`config.mk`:
```
export PLATFORM = sky130hd
export DESIGN_NAME = irq_steer_core
export DESIGN_NICKNAME = d
export VERILOG_FILES = /design/src/verilog/irq_steer_pkg.sv /design/src/verilog/irq_steer_core.sv
export SDC_FILE = /design/constraint.sdc
export NUM_CORES = 1
export LEC_CHECK = 0
export BUFFER_PORTS_ARGS = -buffer_cell sky130_fd_sc_hd__buf_2
export CAP_MARGIN = 25
export CORE_MARGIN = 5
export CORE_UTILIZATION = 25
export DETAILED_ROUTE_END_ITERATION = 7
export MAX_ROUTING_LAYER = met4
export PLACE_DENSITY_LB_ADDON = 0.12
export SLEW_MARGIN = 0
export SYNTH_ARGS = -nofsm -noshare
export SYNTH_HDL_FRONTEND = slang
export SYNTH_SLANG_ARGS = --single-unit
```
`constraint.sdc`:
```
create_clock -name core_clk -period 10.9 [get_ports core_clk]
set_input_delay 2.18 -clock core_clk [delete_from_list [all_inputs] [get_ports core_clk]]
set_output_delay 2.18 -clock core_clk [all_outputs]
set_load 0.05 [all_outputs]
```
`src/verilog/irq_steer_pkg.sv`:
```
// Purpose: Shared constants for the interrupt status, steering and serial interrupt block
// Assumes: Single 100 MHz core clock, byte-wide register ports
// Notes:   Offsets, control bit positions, configuration reset values and frame figures live here
package irq_steer_pkg;
  // Clock
  localparam int          CLK_PERIOD_NS   = 10;          // 100 MHz core clock
  // Cascaded controller layout
  localparam int          NUM_CTL         = 2;           // Master and slave controllers
  localparam logic        CTL_MASTER      = 1'b0;        // Master controller index
  localparam logic        CTL_SLAVE       = 1'b1;        // Slave controller index
  localparam logic [2:0]  CASCADE_LINE    = 3'h2;        // Master input fed by slave
  localparam logic [3:0]  PRIO_NONE       = 4'h8;        // Priority search found nothing
  localparam logic [3:0]  SPURIOUS_IRQ    = 4'h7;        // Vector given when nothing pends
  // Command byte decode on the even port
  localparam int          ICW1_BIT        = 4;           // Set: initialisation word
  localparam int          OP_COMMAND_WORD_THREE_BIT        = 3;           // Set with bit 4 clear: read select
  localparam int          RR_BIT          = 1;           // Read register command
  localparam int          RIS_BIT         = 0;           // 0 pending, 1 in-service
  localparam logic [2:0]  EOI_NONSPEC     = 3'h1;        // Bits 7:5 non-specific end
  localparam logic [2:0]  EOI_SPEC        = 3'h3;        // Bits 7:5 specific end
  // PCI line steering
  localparam int          NUM_PCI_LINES   = 4;           // Shared PCI lines A to D
  localparam int          ROUTE_DIS_BIT   = 7;           // Route disable
  localparam int          ROUTE_TGT_MSB   = 3;           // Target field is 3:0
  localparam logic [15:0] ROUTE_VALID     = 16'hDEF8;    // Inputs 3-7, 9-12, 14, 15
  localparam logic [7:0]  ROUTE_RST       = 8'h80;       // Disabled after reset
  // Configuration offsets
  localparam logic [7:0]  CFG_ROUTE_BASE  = 8'h60;       // Route A; B to D follow
  localparam logic [7:0]  CFG_SIRQ_CTRL   = 8'h64;       // Serial interrupt control
  localparam logic [7:0]  CFG_RTC_SEL     = 8'h66;       // Real-time-clock source select
  localparam logic [7:0]  RTC_SEL_RST     = 8'h00;       // Internal source after reset
  localparam int          RTC_SEL_BIT     = 0;           // Set: frame 9 drives input 8
  // Serial interrupt control fields
  localparam int          SIRQ_EN_BIT     = 7;           // Serial engine enable
  localparam int          SIRQ_CONT_BIT   = 6;           // Set: 3-clock stop, continuous
  localparam logic [7:0]  SIRQ_CTRL_RST   = 8'hC4;       // Enabled, continuous, 4 extra
  localparam logic [2:0]  START_EXTRA_MIN = 3'h3;        // Host start clocks, quiet mode
  localparam logic [2:0]  START_EXTRA_MAX = 3'h7;
  // Serial frame timing, counted from the start frame's high clock
  localparam logic [6:0]  FRAME_FIRST     = 7'h02;       // First sample clock
  localparam logic [6:0]  FRAME_STRIDE    = 7'h03;       // Sample, recovery, turn-around
  localparam logic [6:0]  NUM_FRAMES      = 7'h20;       // Frames 1 to 32
  localparam logic [6:0]  DATA_CLOCKS     = 7'h62;       // 2 + 32 * 3
  localparam logic [6:0]  STOP_SHORT      = 7'h02;       // Quiet next
  localparam logic [6:0]  STOP_LONG       = 7'h03;       // Continuous next
  localparam int          SER_LAT         = 3;           // Pin synchroniser depth
  // Frame indices (frame number minus one)
  localparam int          FR_SMI          = 2;
  localparam int          FR_IRQ8         = 8;
  localparam int          FR_IOCHK        = 16;
  localparam int          FR_PCI_A        = 17;
  localparam logic [15:0] SER_IRQ_MASK    = 16'hDEFA;    // Frames carrying inputs 1, 3-7, 9-12, 14, 15
  localparam logic [31:0] SER_IDLE        = 32'hFFFF_FFFF; // All frames inactive

  // Serial engine states
  typedef enum logic [2:0] {
    SIRQ_IDLE, SIRQ_START, SIRQ_DATA, SIRQ_STOP, SIRQ_STOP_HI, SIRQ_GAP
  } sirq_state_t;
endpackage : irq_steer_pkg

```
`src/verilog/irq_steer_core.sv`:
```
// Purpose: Cascaded interrupt status readback, PCI line steering and serial interrupt host
// Assumes: All inputs from pins are asynchronous; acknowledges and port strobes are synchronous
// Notes:   Fixed priority, input 0 highest; pending bits latch on a rising request

module irq_steer_core (
  input  wire logic                  core_clk,               // 100 MHz clock
  input  wire logic                  arst_n,                 // Asynchronous reset
  input  wire logic                  io_wr,                  // Command port write strobe
  input  wire logic                  io_rd,                  // Command port read strobe
  input  wire logic                  io_slave,               // Controller select
  input  wire logic                  io_a0,                  // Port select, odd port
  input  wire logic [7:0]            io_wdata,               // Write data
  output logic      [7:0]            io_rdata,               // Read data, registered
  input  wire logic                  int_ack,                // Acknowledge cycle pulse
  output logic                       intr,                   // Interrupt to processor
  output logic      [3:0]            ack_irq,                // Acknowledged input number
  input  wire logic                  cfg_wr,                 // Configuration write strobe
  input  wire logic                  cfg_rd,                 // Configuration read strobe
  input  wire logic [7:0]            cfg_addr,               // Configuration offset
  input  wire logic [7:0]            cfg_wdata,              // Configuration write data
  output logic      [7:0]            cfg_rdata,              // Configuration read data
  input  wire logic [15:0]           legacy_irq,             // Board inputs, active high
  input  wire logic                  rtc_irq,                // Internal clock interrupt
  input  wire logic [irq_steer_pkg::NUM_PCI_LINES-1:0] pci_shared_irq_line_n, // Active low
  input  wire logic                  serirq_in,              // Serial line level
  output logic                       serirq_out,             // Serial line drive value
  output logic                       serirq_oe,              // Serial line drive enable
  output logic                       ext_sys_mgmt_output_n,  // Management request out
  output logic                       io_channel_check_n      // Channel check from frame 17
);
  import irq_steer_pkg::*;

  // Lowest set bit wins: input 0 has the highest priority
  function automatic logic [3:0] first_set(input logic [7:0] v);
    first_set = PRIO_NONE;
    for (int i = 7; i >= 0; i--) begin
      if (v[i]) begin
        first_set = {1'b0, 3'(i)};
      end
    end
  endfunction : first_set

  // Turns a 3-bit level into a one-hot byte
  function automatic logic [7:0] onehot(input logic [2:0] idx);
    onehot = 8'h01 << idx;
  endfunction : onehot

  // Steering multiplexer: each enabled line sets its target; illegal targets are dropped
  function automatic logic [15:0] route_or(input logic [NUM_PCI_LINES-1:0][7:0] rt,
                                           input logic [NUM_PCI_LINES-1:0]      act);
    logic [15:0] r;
    r = '0;
    for (int l = 0; l < NUM_PCI_LINES; l++) begin
      if (act[l] && !rt[l][ROUTE_DIS_BIT]) begin
        r[rt[l][ROUTE_TGT_MSB:0]] = 1'b1;
      end
    end
    route_or = r & ROUTE_VALID;
  endfunction : route_or

  // Pin synchronisers: three stages, a change counts once stages two and three agree
  localparam int SW = 16 + NUM_PCI_LINES;
  localparam logic [SW-1:0] SYNC_RST = {{NUM_PCI_LINES{1'b1}}, 16'h0000};
  logic [SW-1:0] s1_q, s2_q, s3_q, filt_q;           // Sync chain and filtered level
  logic [SW-1:0] filt_d;                             // Next filtered level
  logic          sr1_q, sr2_q, sr3_q;                // Serial line chain

  assign filt_d = (s2_q & s3_q) | (filt_q & (s2_q ^ s3_q));

  // Second stage alone reads the first; agreement filter rides on stages two and three
  always_ff @(posedge core_clk or negedge arst_n) begin
    if (!arst_n) begin
      s1_q   <= SYNC_RST;
      s2_q   <= SYNC_RST;
      s3_q   <= SYNC_RST;
      filt_q <= SYNC_RST;
    end else begin
      s1_q   <= {pci_shared_irq_line_n, legacy_irq};
      s2_q   <= s1_q;
      s3_q   <= s2_q;
      filt_q <= filt_d;
    end
  end

  // Serial line: a sample phase is one clock wide, so an agreement filter would eat it
  always_ff @(posedge core_clk or negedge arst_n) begin
    if (!arst_n) begin
      sr1_q <= 1'b1;
      sr2_q <= 1'b1;
      sr3_q <= 1'b1;
    end else begin
      sr1_q <= serirq_in;
      sr2_q <= sr1_q;
      sr3_q <= sr2_q;
    end
  end

  // Configuration registers
  logic [NUM_PCI_LINES-1:0][7:0] route_q;            // Per-line route control
  logic [7:0]                    sirq_ctrl_q;        // Serial engine control
  logic [7:0]                    rtc_sel_q;          // Clock source select
  logic [7:0]                    cfg_val;            // Read mux
  logic [31:0]                   ser_n_q;            // Held frame levels, active low
  logic                          cont_mode_q;        // Continuous mode active
  wire  [7:0] route_idx = cfg_addr - CFG_ROUTE_BASE;
  wire        route_hit = cfg_addr >= CFG_ROUTE_BASE &&
                          route_idx < 8'(NUM_PCI_LINES);

  // Unmapped offsets read as zero
  assign cfg_val = route_hit ? route_q[route_idx[1:0]] :
                   cfg_addr == CFG_SIRQ_CTRL ? sirq_ctrl_q :
                   cfg_addr == CFG_RTC_SEL ? rtc_sel_q : 8'h00;

  // Register writes and registered readback
  always_ff @(posedge core_clk or negedge arst_n) begin
    if (!arst_n) begin
      route_q     <= {NUM_PCI_LINES{ROUTE_RST}};
      sirq_ctrl_q <= SIRQ_CTRL_RST;
      rtc_sel_q   <= RTC_SEL_RST;
      cfg_rdata   <= 8'h00;
    end else begin
      if (cfg_wr && route_hit) begin
        route_q[route_idx[1:0]] <= cfg_wdata;
      end
      if (cfg_wr && cfg_addr == CFG_SIRQ_CTRL) begin
        sirq_ctrl_q <= cfg_wdata;
      end
      if (cfg_wr && cfg_addr == CFG_RTC_SEL) begin
        rtc_sel_q <= cfg_wdata;
      end
      if (cfg_rd) begin
        cfg_rdata <= cfg_val;
      end
    end
  end

  // Request assembly: pins, steered PCI lines and held serial levels
  wire [NUM_PCI_LINES-1:0] pci_act = ~filt_q[SW-1:16] |
                                     ~ser_n_q[FR_PCI_A +: NUM_PCI_LINES];
  wire [15:0] routed  = route_or(route_q, pci_act);
  wire        irq8_in = rtc_sel_q[RTC_SEL_BIT] ? !ser_n_q[FR_IRQ8] : rtc_irq;
  wire [15:0] ser_req = (~ser_n_q[15:0] & SER_IRQ_MASK);
  wire [15:0] req_all = filt_q[15:0] | routed | ser_req;

  // Controller state, index 0 master, index 1 slave
  logic [NUM_CTL-1:0][7:0] irr_q, isr_q, imr_q, prev_q; // Pending, service, mask, last req
  logic [NUM_CTL-1:0]      sel_isr_q;                    // Read select: 1 in-service
  logic [NUM_CTL-1:0][7:0] ctl_req, irr_set, ack_mask, eoi_mask;
  logic [NUM_CTL-1:0][3:0] cand, top;
  logic [NUM_CTL-1:0]      ok, take, wr_even, icw1;

  assign ctl_req[CTL_SLAVE]  = {req_all[15:9], irq8_in};
  assign ctl_req[CTL_MASTER] = {req_all[7:3], ok[CTL_SLAVE], req_all[1:0]};
  wire casc = cand[CTL_MASTER][2:0] == CASCADE_LINE;
  assign take[CTL_MASTER] = int_ack && ok[CTL_MASTER];
  assign take[CTL_SLAVE]  = take[CTL_MASTER] && casc && ok[CTL_SLAVE];

  // Per-controller decode: priority, acknowledge and end-of-interrupt masks
  for (genvar c = 0; c < NUM_CTL; c++) begin : g_ctl
    assign irr_set[c]  = ctl_req[c] & ~prev_q[c];
    assign cand[c]     = first_set(irr_q[c] & ~imr_q[c]);
    assign top[c]      = first_set(isr_q[c]);
    assign ok[c]       = !cand[c][3] && (top[c][3] || cand[c][2:0] < top[c][2:0]);
    assign ack_mask[c] = take[c] ? onehot(cand[c][2:0]) : 8'h00;
    assign wr_even[c]  = io_wr && !io_a0 && io_slave == c;
    assign icw1[c]     = wr_even[c] && io_wdata[ICW1_BIT];
    assign eoi_mask[c] = !wr_even[c] || io_wdata[ICW1_BIT] || io_wdata[OP_COMMAND_WORD_THREE_BIT] ? 8'h00 :
                         io_wdata[7:5] == EOI_SPEC ? onehot(io_wdata[2:0]) :
                         io_wdata[7:5] == EOI_NONSPEC && !top[c][3] ?
                         onehot(top[c][2:0]) : 8'h00;

    // Set wins over clear so a request in the acknowledge cycle is kept
    always_ff @(posedge core_clk or negedge arst_n) begin
      if (!arst_n) begin
        irr_q[c]     <= 8'h00;
        isr_q[c]     <= 8'h00;
        imr_q[c]     <= 8'h00;
        prev_q[c]    <= 8'h00;
        sel_isr_q[c] <= 1'b0;
      end else begin
        prev_q[c] <= ctl_req[c];
        irr_q[c]  <= icw1[c] ? 8'h00 : (irr_q[c] & ~ack_mask[c]) | irr_set[c];
        isr_q[c]  <= icw1[c] ? 8'h00 : (isr_q[c] & ~eoi_mask[c]) | ack_mask[c];
        if (io_wr && io_a0 && io_slave == c) begin
          imr_q[c] <= io_wdata;
        end else if (icw1[c]) begin
          imr_q[c] <= 8'h00;
        end
        // Selection survives any number of reads
        if (icw1[c]) begin
          sel_isr_q[c] <= 1'b0;
        end else if (wr_even[c] && io_wdata[OP_COMMAND_WORD_THREE_BIT] && io_wdata[RR_BIT]) begin
          sel_isr_q[c] <= io_wdata[RIS_BIT];
        end
      end
    end
  end

  assign intr = ok[CTL_MASTER];
  wire [7:0] rd_val = io_a0 ? imr_q[io_slave] :
                      sel_isr_q[io_slave] ? isr_q[io_slave] : irr_q[io_slave];

  // Port readback and acknowledged number
  always_ff @(posedge core_clk or negedge arst_n) begin
    if (!arst_n) begin
      io_rdata <= 8'h00;
      ack_irq  <= SPURIOUS_IRQ;
    end else begin
      if (io_rd) begin
        io_rdata <= rd_val;
      end
      if (int_ack) begin
        ack_irq <= take[CTL_SLAVE] ? {1'b1, cand[CTL_SLAVE][2:0]} :
                   take[CTL_MASTER] ? {1'b0, cand[CTL_MASTER][2:0]} : SPURIOUS_IRQ;
      end
    end
  end

  // Serial interrupt engine
  sirq_state_t state_q;                              // Engine state
  logic [6:0]  cnt_q;                                // Clock count within state
  logic [SER_LAT-1:0]      samp_v_q;                 // Sample strobe delay line
  logic [SER_LAT-1:0][4:0] samp_i_q;                 // Frame index delay line
  wire [2:0] extra    = sirq_ctrl_q[2:0] < START_EXTRA_MIN ? START_EXTRA_MIN :
                        sirq_ctrl_q[2:0];
  wire [6:0] start_ln = {4'h0, extra} + {6'h00, cont_mode_q};
  wire [6:0] stop_ln  = sirq_ctrl_q[SIRQ_CONT_BIT] ? STOP_LONG : STOP_SHORT;
  wire [6:0] rel      = cnt_q - FRAME_FIRST;
  wire [6:0] fr_idx   = rel / FRAME_STRIDE;
  wire       samp_now = state_q == SIRQ_DATA && cnt_q >= FRAME_FIRST &&
                        rel % FRAME_STRIDE == 7'h00 && fr_idx < NUM_FRAMES;
  wire       host_go  = sirq_ctrl_q[SIRQ_EN_BIT] &&
                        (cont_mode_q || sirq_ctrl_q[SIRQ_CONT_BIT]);
  wire       periph_go = sirq_ctrl_q[SIRQ_EN_BIT] && !cont_mode_q && !sr3_q;

  // Open collector: low in start and stop, one high clock each, released otherwise
  assign serirq_oe  = state_q == SIRQ_START || state_q == SIRQ_STOP ||
                      state_q == SIRQ_STOP_HI || (state_q == SIRQ_DATA && cnt_q == 7'h00);
  assign serirq_out = state_q == SIRQ_STOP_HI || state_q == SIRQ_DATA;

  // Frame sequencing
  always_ff @(posedge core_clk or negedge arst_n) begin
    if (!arst_n) begin
      state_q     <= SIRQ_IDLE;
      cnt_q       <= 7'h00;
      cont_mode_q <= 1'b1;
    end else begin
      cnt_q <= cnt_q + 7'h01;
      case (state_q)
        SIRQ_IDLE: begin
          cnt_q <= 7'h00;
          if (host_go || periph_go) begin
            state_q <= SIRQ_START;
          end
        end
        SIRQ_START: begin
          if (cnt_q + 7'h01 >= start_ln) begin
            state_q <= SIRQ_DATA;
            cnt_q   <= 7'h00;
          end
        end
        SIRQ_DATA: begin
          if (cnt_q == DATA_CLOCKS - 7'h01) begin
            state_q <= SIRQ_STOP;
            cnt_q   <= 7'h00;
          end
        end
        SIRQ_STOP: begin
          // Greater-or-equal so a control write mid-stop cannot strand the line low
          if (cnt_q + 7'h01 >= stop_ln) begin
            state_q     <= SIRQ_STOP_HI;
            // Mode follows the low length really driven, not the control bit alone
            cont_mode_q <= cnt_q + 7'h01 == STOP_LONG;
          end
        end
        SIRQ_STOP_HI: begin
          state_q <= SIRQ_GAP;
          cnt_q   <= 7'h00;
        end
        SIRQ_GAP: begin
          // Wait until the synchroniser no longer shows our own stop low,
          // otherwise quiet mode would see a false peripheral start
          if (cnt_q == 7'(SER_LAT - 2)) begin
            state_q <= SIRQ_IDLE;
          end
        end
        default: begin
          state_q <= SIRQ_IDLE;
        end
      endcase
    end
  end

  // Sample strobes wait out the pin synchroniser before latching a frame level
  always_ff @(posedge core_clk or negedge arst_n) begin
    if (!arst_n) begin
      samp_v_q <= '0;
      samp_i_q <= '0;
      ser_n_q  <= SER_IDLE;
    end else begin
      samp_v_q <= {samp_v_q[SER_LAT-2:0], samp_now};
      samp_i_q <= {samp_i_q[SER_LAT-2:0], fr_idx[4:0]};
      if (samp_v_q[SER_LAT-1]) begin
        ser_n_q[samp_i_q[SER_LAT-1]] <= sr3_q;
      end
    end
  end

  assign ext_sys_mgmt_output_n = ser_n_q[FR_SMI];
  assign io_channel_check_n    = ser_n_q[FR_IOCHK];

  logic [3:0] low_run_q;                             // Consecutive host-driven low clocks
  always_ff @(posedge core_clk or negedge arst_n) begin
    if (!arst_n) begin
      low_run_q <= 4'h0;
    end else begin
      low_run_q <= (serirq_oe && !serirq_out) ? low_run_q + 4'h1 : 4'h0;
    end
  end
endmodule : irq_steer_core

```
==> reports/summary.md, run 1 <==
- **slowest stage delay, CP** 0.40 ns
- **basic-gate share of the synthesized area counting and, or, nand and nor cells** 0.1704
- **overall via count from detail_route** 9666
- **Avg Vias per Cell** 4.771
- **number of antenna repair diodes** 0
- **initial cell density of the core** 0.2514
- **Routability Congestion** 0.8459
- **TritonCTS clock tree** built
- **Synth Register Bits** 257
- **Critical Path Start Type** flip-flop
- **critical path class** reg2out
- **min-delay src** s1_q[5]
- **commonest non-fill, non-tap cells in the layout** dfrtp_1, nor2_1, nand2_1
- **hold violation total from the final report** 0
- **row count** 83
- **synthesized area per cell** 10.27 um2
- **highest ir drop seen on vdd** 0.1560 mV
- **final number of setup-violating endpoints** 0
- **Synth Area in Compound Gates** 0.1543
- **Period minus WS final** 5.187 ns
- **ranking of synthesized cells by area** dfrtp_1, dfstp_2, mux2_2
- **first-iteration detailed-routing DRC count** 531
- **global route total overflow** 0
- **number of distinct library cells after synthesis** 83
- **startpoint of the worst setup timing path** irr_q[7]
- **count of unresolved DRC violations after routing** 0
- **most area-hungry cell type in the Yosys netlist** dfrtp_1
- **most used cell along the critical path** a21o_1
- **clock insertion delay at the later pin of the skew report** 0.53 ns
- **layout-stage area growth over the synthesis result** 17.13%
- **net count after synthesis** 1347
- **slew of the pin with the lowest slew margin** 0.9237 ns
- **power density relative to cell area** 225.3 nW/um2
- **final design instance area without fill** 15050 um2
- **core region area** 51090 um2
- **synthesized cell area** 12850 um2
- **critical path peak fanout** 4
- **post-CTS sizing** 0
- **Post-synth EDFFs** 0
- **CP max stage cell** dfrtp_1
- **CTS Hold Bufs** 0
- **DR pass1 iterations** 6
- **wire length of the first global-routing pass** 59210 um
- **post-route insts no fill** 2026
- **setup repair after global routing missed its margin** false
- **FFs w/ async S/R, synth** 1.000
- **count of nets after finishing** 1417
- **CP Buf/Inv Count** 2
- **maximum number of pins on one net before global-route repair** 113
- **sum of negative setup slack** 0 ns
- **launching point of the worst reg2reg path** cnt_q[1]
- **detail-routed net length per standard cell** 18.20 um
- **filler cell count** 5442
- **Clock Path Buffers** 3
- **kind of cell adding the most delay to the critical path** compound AO/OA/AOI/OAI gates
- **CTS sink cnt** 257
- **width of the die** 236.7 um
- **max cap viols** 0
- **classification of the worst-slack hold path** reg2reg
- **WL final** 36870 um
- **Clock Root Buffer** clkbuf_16
- **final worst-path cycle share** 0.4759
- **Antenna Violating Nets Remaining** 0
- **I/O Buffers** 77
- **clock-pin slew on the worst setup and hold paths** 0.05 ns
- **required time at the endpoint of the critical path** 8.72 ns
- **mux cell area share after synthesis** 0.08941
- **level count of the clock H-tree** 2
- **achievable clock frequency** 192.8 MHz
- **proportion of netlist area held by the largest area contributor** 0.4052
- **worst clock skew on the final layout** 0.02248 ns
- **most instantiated flip-flop cell in the synthesis netlist** dfrtp_1
- **most common library cell in the layout ignoring fill and taps** dfrtp_1
- **status** completed
- **layout cells sized above 1** 0.2088
- **die footprint** 56020 um2
- **number of CTS-inserted buffers** 34
- **main combinational cell family by area after synthesis** simple AND/OR/NAND/NOR gates
- **number of max-slew violations in the final report** 0
- **share of synthesized area occupied by flip-flops and latches** 0.5054
- **number of antenna violations at the first check in global routing** 0
- **die extent in y** 236.7 um
- **Post-CTS Repair Setup Buffers** 0
- **post-synthesis share of cell area spent on full adders, half adders and majority gates** 0.04159
- **Synth Instances** 1251
- **overall fraction of global-route tracks in use** 0.1352
- **estimated wirelength of the detail-placed design** 26510 um
- **number of warnings printed during yosys synthesis** 0
- **standard cell area after detailed placement** 13920 um2
- **slew margin rel.** 0.3842
- **endpoint class of the critical path** output port
- **CP cell instances** inv_1 > o21ai_0 > nand2_1 > a31oi_1 > ha_1 > a21o_1 > a21o_1 > a21oi_1 > buf_2
- **vias in the first global route** 10070
- **Synth Area in XOR/XNOR** 0.01081
- **Static Leak** 6.429 nW
- **I/O pin count** 80
- **cell total after placement** 1961
- **worst path arrival time** 3.01 ns
## sequential cells by signal, indices dropped and copies added (netlist names), 15 cells and up
name,count
imr_q,16
route_q,32
s3_q,18
s2_q,18
s1_q,18
samp_i_q,15
isr_q,16
ser_n_q,19
filt_q,18
prev_q,16
irr_q,16
## worst paths after layout
check,end,slack [ns],cells after the start
worst max-delay path,intr,5.71,9
worst min-delay path,s2_q[5],0.34,0
worst max register to register,samp_v_q[0],5.84,17
worst min register to register,s2_q[5],0.34,0
max in group asynchronous,ack_irq[2],8.01,3
min in group asynchronous,io_rdata[4],1.75,1
## cells in the mapped netlist, types with 25 or more instances
master and instances:
clkbuf_1 37, a21o_1 25, nand2b_1 30, a21oi_1 92
ha_1 41, nor2_1 126, nand3_1 31, nand2_1 115
mux2_2 66, o21ai_0 72, dfrtp_1 208, nor3_1 27
dfstp_2 49, nor2b_1 32, inv_1 33
## metrics by stage
stage	util	hold WS (ns)	worst slack, ns	power [mW]
final	0.2945	0.3422	5.713	3.390
after global routing	0.2945	0.3503	5.433	3.633
after CTS	0.2932	0.3473	5.616	3.458
after detailed placement	0.2724	0.3347	5.577	2.351
after global placement	0.2720	0.3316	5.642	2.349
after floorplan	-	0.3312	6.311	2.037
## cell type report
class / count / area, um2 / share of cell area
flip-flops and latches: 257 / 6492 / 0.4315
clock buffers: 49 / 958.4 / 0.06370
inverters: 35 / 131.4 / 0.008731
well taps: 680 / 850.8 / 0.05654
repair buffers: 88 / 516.7 / 0.03434
multi-input cells: 905 / 5992 / 0.3982
clock inverters: 12 / 105.1 / 0.006985
## power breakdown
part           switching (mW)  total, mW  internal [mW]
Sequential              0.142       1.24           1.10
Combinational           0.685       1.09          0.401
Clock                   0.425       1.06          0.639
Total                    1.25       3.39           2.14
## logic make-up (layout without fill, tap and decap cells)
| group | after synthesis | count (layout) |
|---|---|---|
| buffers and inverters | 89 | 184 |
| XOR/XNOR | 15 | 15 |
| multiplexers | 96 | 96 |
| AND/OR/NAND/NOR | 444 | 444 |
| AO/OA/AOI/OAI | 307 | 307 |
| flip-flops | 257 | 257 |
| adder cells (fa/ha/maj) | 43 | 43 |
## worst register-to-register path: stages (launching register included)
cell	delay (ns)
dfrtp_1	0.63
inv_1	0.34
ha_1	0.66
nor2b_1	0.54
a22oi_1	0.17
o311ai_1	0.13
o32ai_1	0.11
mux2i_1	0.57
o21ai_0	0.21
nand2_1	0.10
o21ai_0	0.11
ha_1	0.24
nor3_1	0.25
nor2_1	0.07
o21a_1	0.17
o32ai_1	0.38
a211oi_1	0.10
o221a_1	0.16
## per-layer routing
metal / global-route usage / share of wire
met5: - / 0
met1: 0.1743 / 0.46
met4: 0.04006 / 0.025
met2: 0.2227 / 0.48
met3: 0.01933 / 0.034
(Power assumes the default switching activity.)
==> inputs of run 2 (changes only) <==
==> constraint.sdc (replaced) <==
create_clock -name core_clk -period 4.2 [get_ports core_clk]
set_input_delay 0.84 -clock core_clk [delete_from_list [all_inputs] [get_ports core_clk]]
set_output_delay 0.84 -clock core_clk [all_outputs]
set_load 0.05 [all_outputs]
==> run 2 against run 1 <==
  * Wire length grew 1.2%
  * Flip-flop and latch count is the same
  * Core utilization increased by 0.58 points
  * First-iteration DRC count increased by 5.1%
  * Die area did not move
  * Via count up 0.91%
  * Combinational power grew to 2.8 times the previous value
  * Critical endpoint unchanged
  * Total power grew to 2.7 times the previous value
==> reports/summary.md, run 2 (same netlist as run 1, synthesis figures left out) <==
- **clock-pin slew on the worst setup and hold paths** 0.06 ns
- **estimated wirelength of the detail-placed design** 27310 um
- **classification of the worst-slack hold path** in2async
- **Period minus WS final** 3.856 ns
- **largest register by flop count** route_q
- **overall fraction of global-route tracks in use** 0.1339
- **slew margin rel.** 0.3664
- **slew of the pin with the lowest slew margin** 0.9469 ns
- **worst clock skew on the final layout** 0.01203 ns
- **Clock Path Buffers** 3
- **Hold Worst Slack** 0.2368 ns
- **power share of the clock group** 0.319
- **largest registers** route_q x32, ser_n_q x19
- **highest ir drop seen on vdd** 0.3135 mV
- **TritonCTS clock tree** built
- **initial cell density of the core** 0.2514
- **overall via count from detail_route** 9754
- **number of CTS-inserted buffers** 31
- **final worst-path cycle share** 0.9180
- **Static Leak** 6.603 nW
- **endpoint class of the critical path** output port
- **worst path setup slack after routing** 0.3445 ns
- **global route total overflow** 0
- **Avg Vias per Cell** 4.758
- **setup repair after global routing missed its margin** false
- **DR pass1 iterations** 5
- **commonest non-fill, non-tap cells in the layout** dfrtp_1, nor2_1, nand2_1
- **critical path class** reg2out
- **count of nets after finishing** 1441
- **achievable clock frequency** 259.4 MHz
- **clock insertion delay at the later pin of the skew report** 0.58 ns
- **WL final** 37320 um
- **die extent in y** 236.7 um
- **number of max-slew violations in the final report** 0
- **I/O Buffers** 77
- **Largest register FFs** 32
- **CTS sink cnt** 257
- **core region area** 51090 um2
- **count of unresolved DRC violations after routing** 0
- **sum of negative setup slack** 0 ns
- **number of antenna violations at the first check in global routing** 0
- **level count of the clock H-tree** 1
- **row count** 83
- **switching power** 3.311 mW
- **layout-stage area growth over the synthesis result** 19.43%
- **post-placement setup slack** 0.1290 ns
- **width of the die** 236.7 um
- **I/O pin count** 80
- **status** completed
- **die footprint** 56020 um2
- **logic depth of the worst register-to-register path** 15
- **number of antenna repair diodes** 0
- **required time at the endpoint of the critical path** 3.36 ns
- **detail-routed net length per standard cell** 18.21 um
- **power density relative to cell area** 594.9 nW/um2
- **combinational group share of total power** 0.332
- **layout cells sized above 1** 0.2299
- **fraction of power spent switching nets** 0.3628
- **wire length of the first global-routing pass** 58850 um
- **vias in the first global route** 9900
- **reg-to-reg setup timing slack** 0.42 ns
- **Critical Path Start Type** flip-flop
- **Routability Congestion** 0.8435
- **hold violation total from the final report** 0
- **critical path peak fanout** 4
- **max cap viols** 0
- **Antenna Violating Nets Remaining** 0
- **first-iteration detailed-routing DRC count** 558
- **Post-CTS Repair Setup Buffers** 0
- **endpoint of the lowest-slack register-to-register path** samp_v_q[0]
- **worst path arrival time** 3.02 ns
- **part of the total power dissipated in sequential elements** 0.349
- **Clock Root Buffer** clkbuf_16
- **most common library cell in the layout ignoring fill and taps** dfrtp_1
- **final number of setup-violating endpoints** 0
- **maximum number of pins on one net before global-route repair** 78
- **launching point of the worst reg2reg path** cnt_q[1]
- **filler cell count** 5397
- **Internal Power** 5.815 mW
## run 2: metal layers
layer | global-route usage | part of all wire
met2 | 0.2252 | 0.49
met3 | 0.01724 | 0.032
met5 | - | 0
met1 | 0.1746 | 0.46
met4 | 0.02816 | 0.021
## run 2: cell type report
class                           instances  area, um2  share of cell area
Timing Repair Buffer                  115      734.5             0.04787
Inverter                               35      131.4            0.008563
Tap cell                              680      850.8             0.05546
Multi-Input combinational cell        905       6013              0.3919
Clock buffer                           45      908.4             0.05921
Clock inverter                         13      211.5             0.01378
Sequential cell                       257       6492              0.4232
## run 2: per-stage QoR
stage	power (mW)	util	instance area, um2	instances
finish	9.126	0.3003	15340	2050
global route	9.739	0.3003	15340	2050
CTS	9.273	0.2999	15320	2050
detailed placement	6.266	0.2779	14200	1992
global placement	6.250	0.2777	14190	1991
floorplan	5.288	-	12850	1251
## run 2: worst max-delay path by stage
stage               slack [ns]  cells past startpoint      from     endpoint
global placement          0.17                     16  cnt_q[2]  samp_v_q[0]
floorplan                 0.34                     19  cnt_q[1]  samp_v_q[0]
CTS                       0.09                     16  cnt_q[2]  samp_v_q[0]
global route              0.11                      9  irr_q[7]         intr
detailed placement        0.13                     16  cnt_q[2]  samp_v_q[0]
finish                    0.34                      9  irr_q[7]         intr
## run 2: critical path, stage by stage, from the launching register on
cell and delay, ns:
dfrtp_1 0.40, inv_1 0.07, o21ai_0 0.35, nand2_1 0.12, a31oi_2 0.32, ha_1 0.29
a21o_1 0.15, a21o_1 0.18, a21oi_1 0.22, buf_2 0.33
## run 2: timing repair
action                     in CTS  in global routing
gates resized for setup         0                  5
hold buffers                    0                  0
setup endpoints to repair       0                  3
## run 2: power groups by stage
stage	sequential, mW	combinational, mW	clock, mW
final	3.19	3.03	2.91
after global routing	3.24	3.38	3.11
after detailed placement	3.23	3.03	0
after floorplan	3.20	2.09	0
after global placement	3.23	3.02	0
after CTS	3.19	3.05	3.03
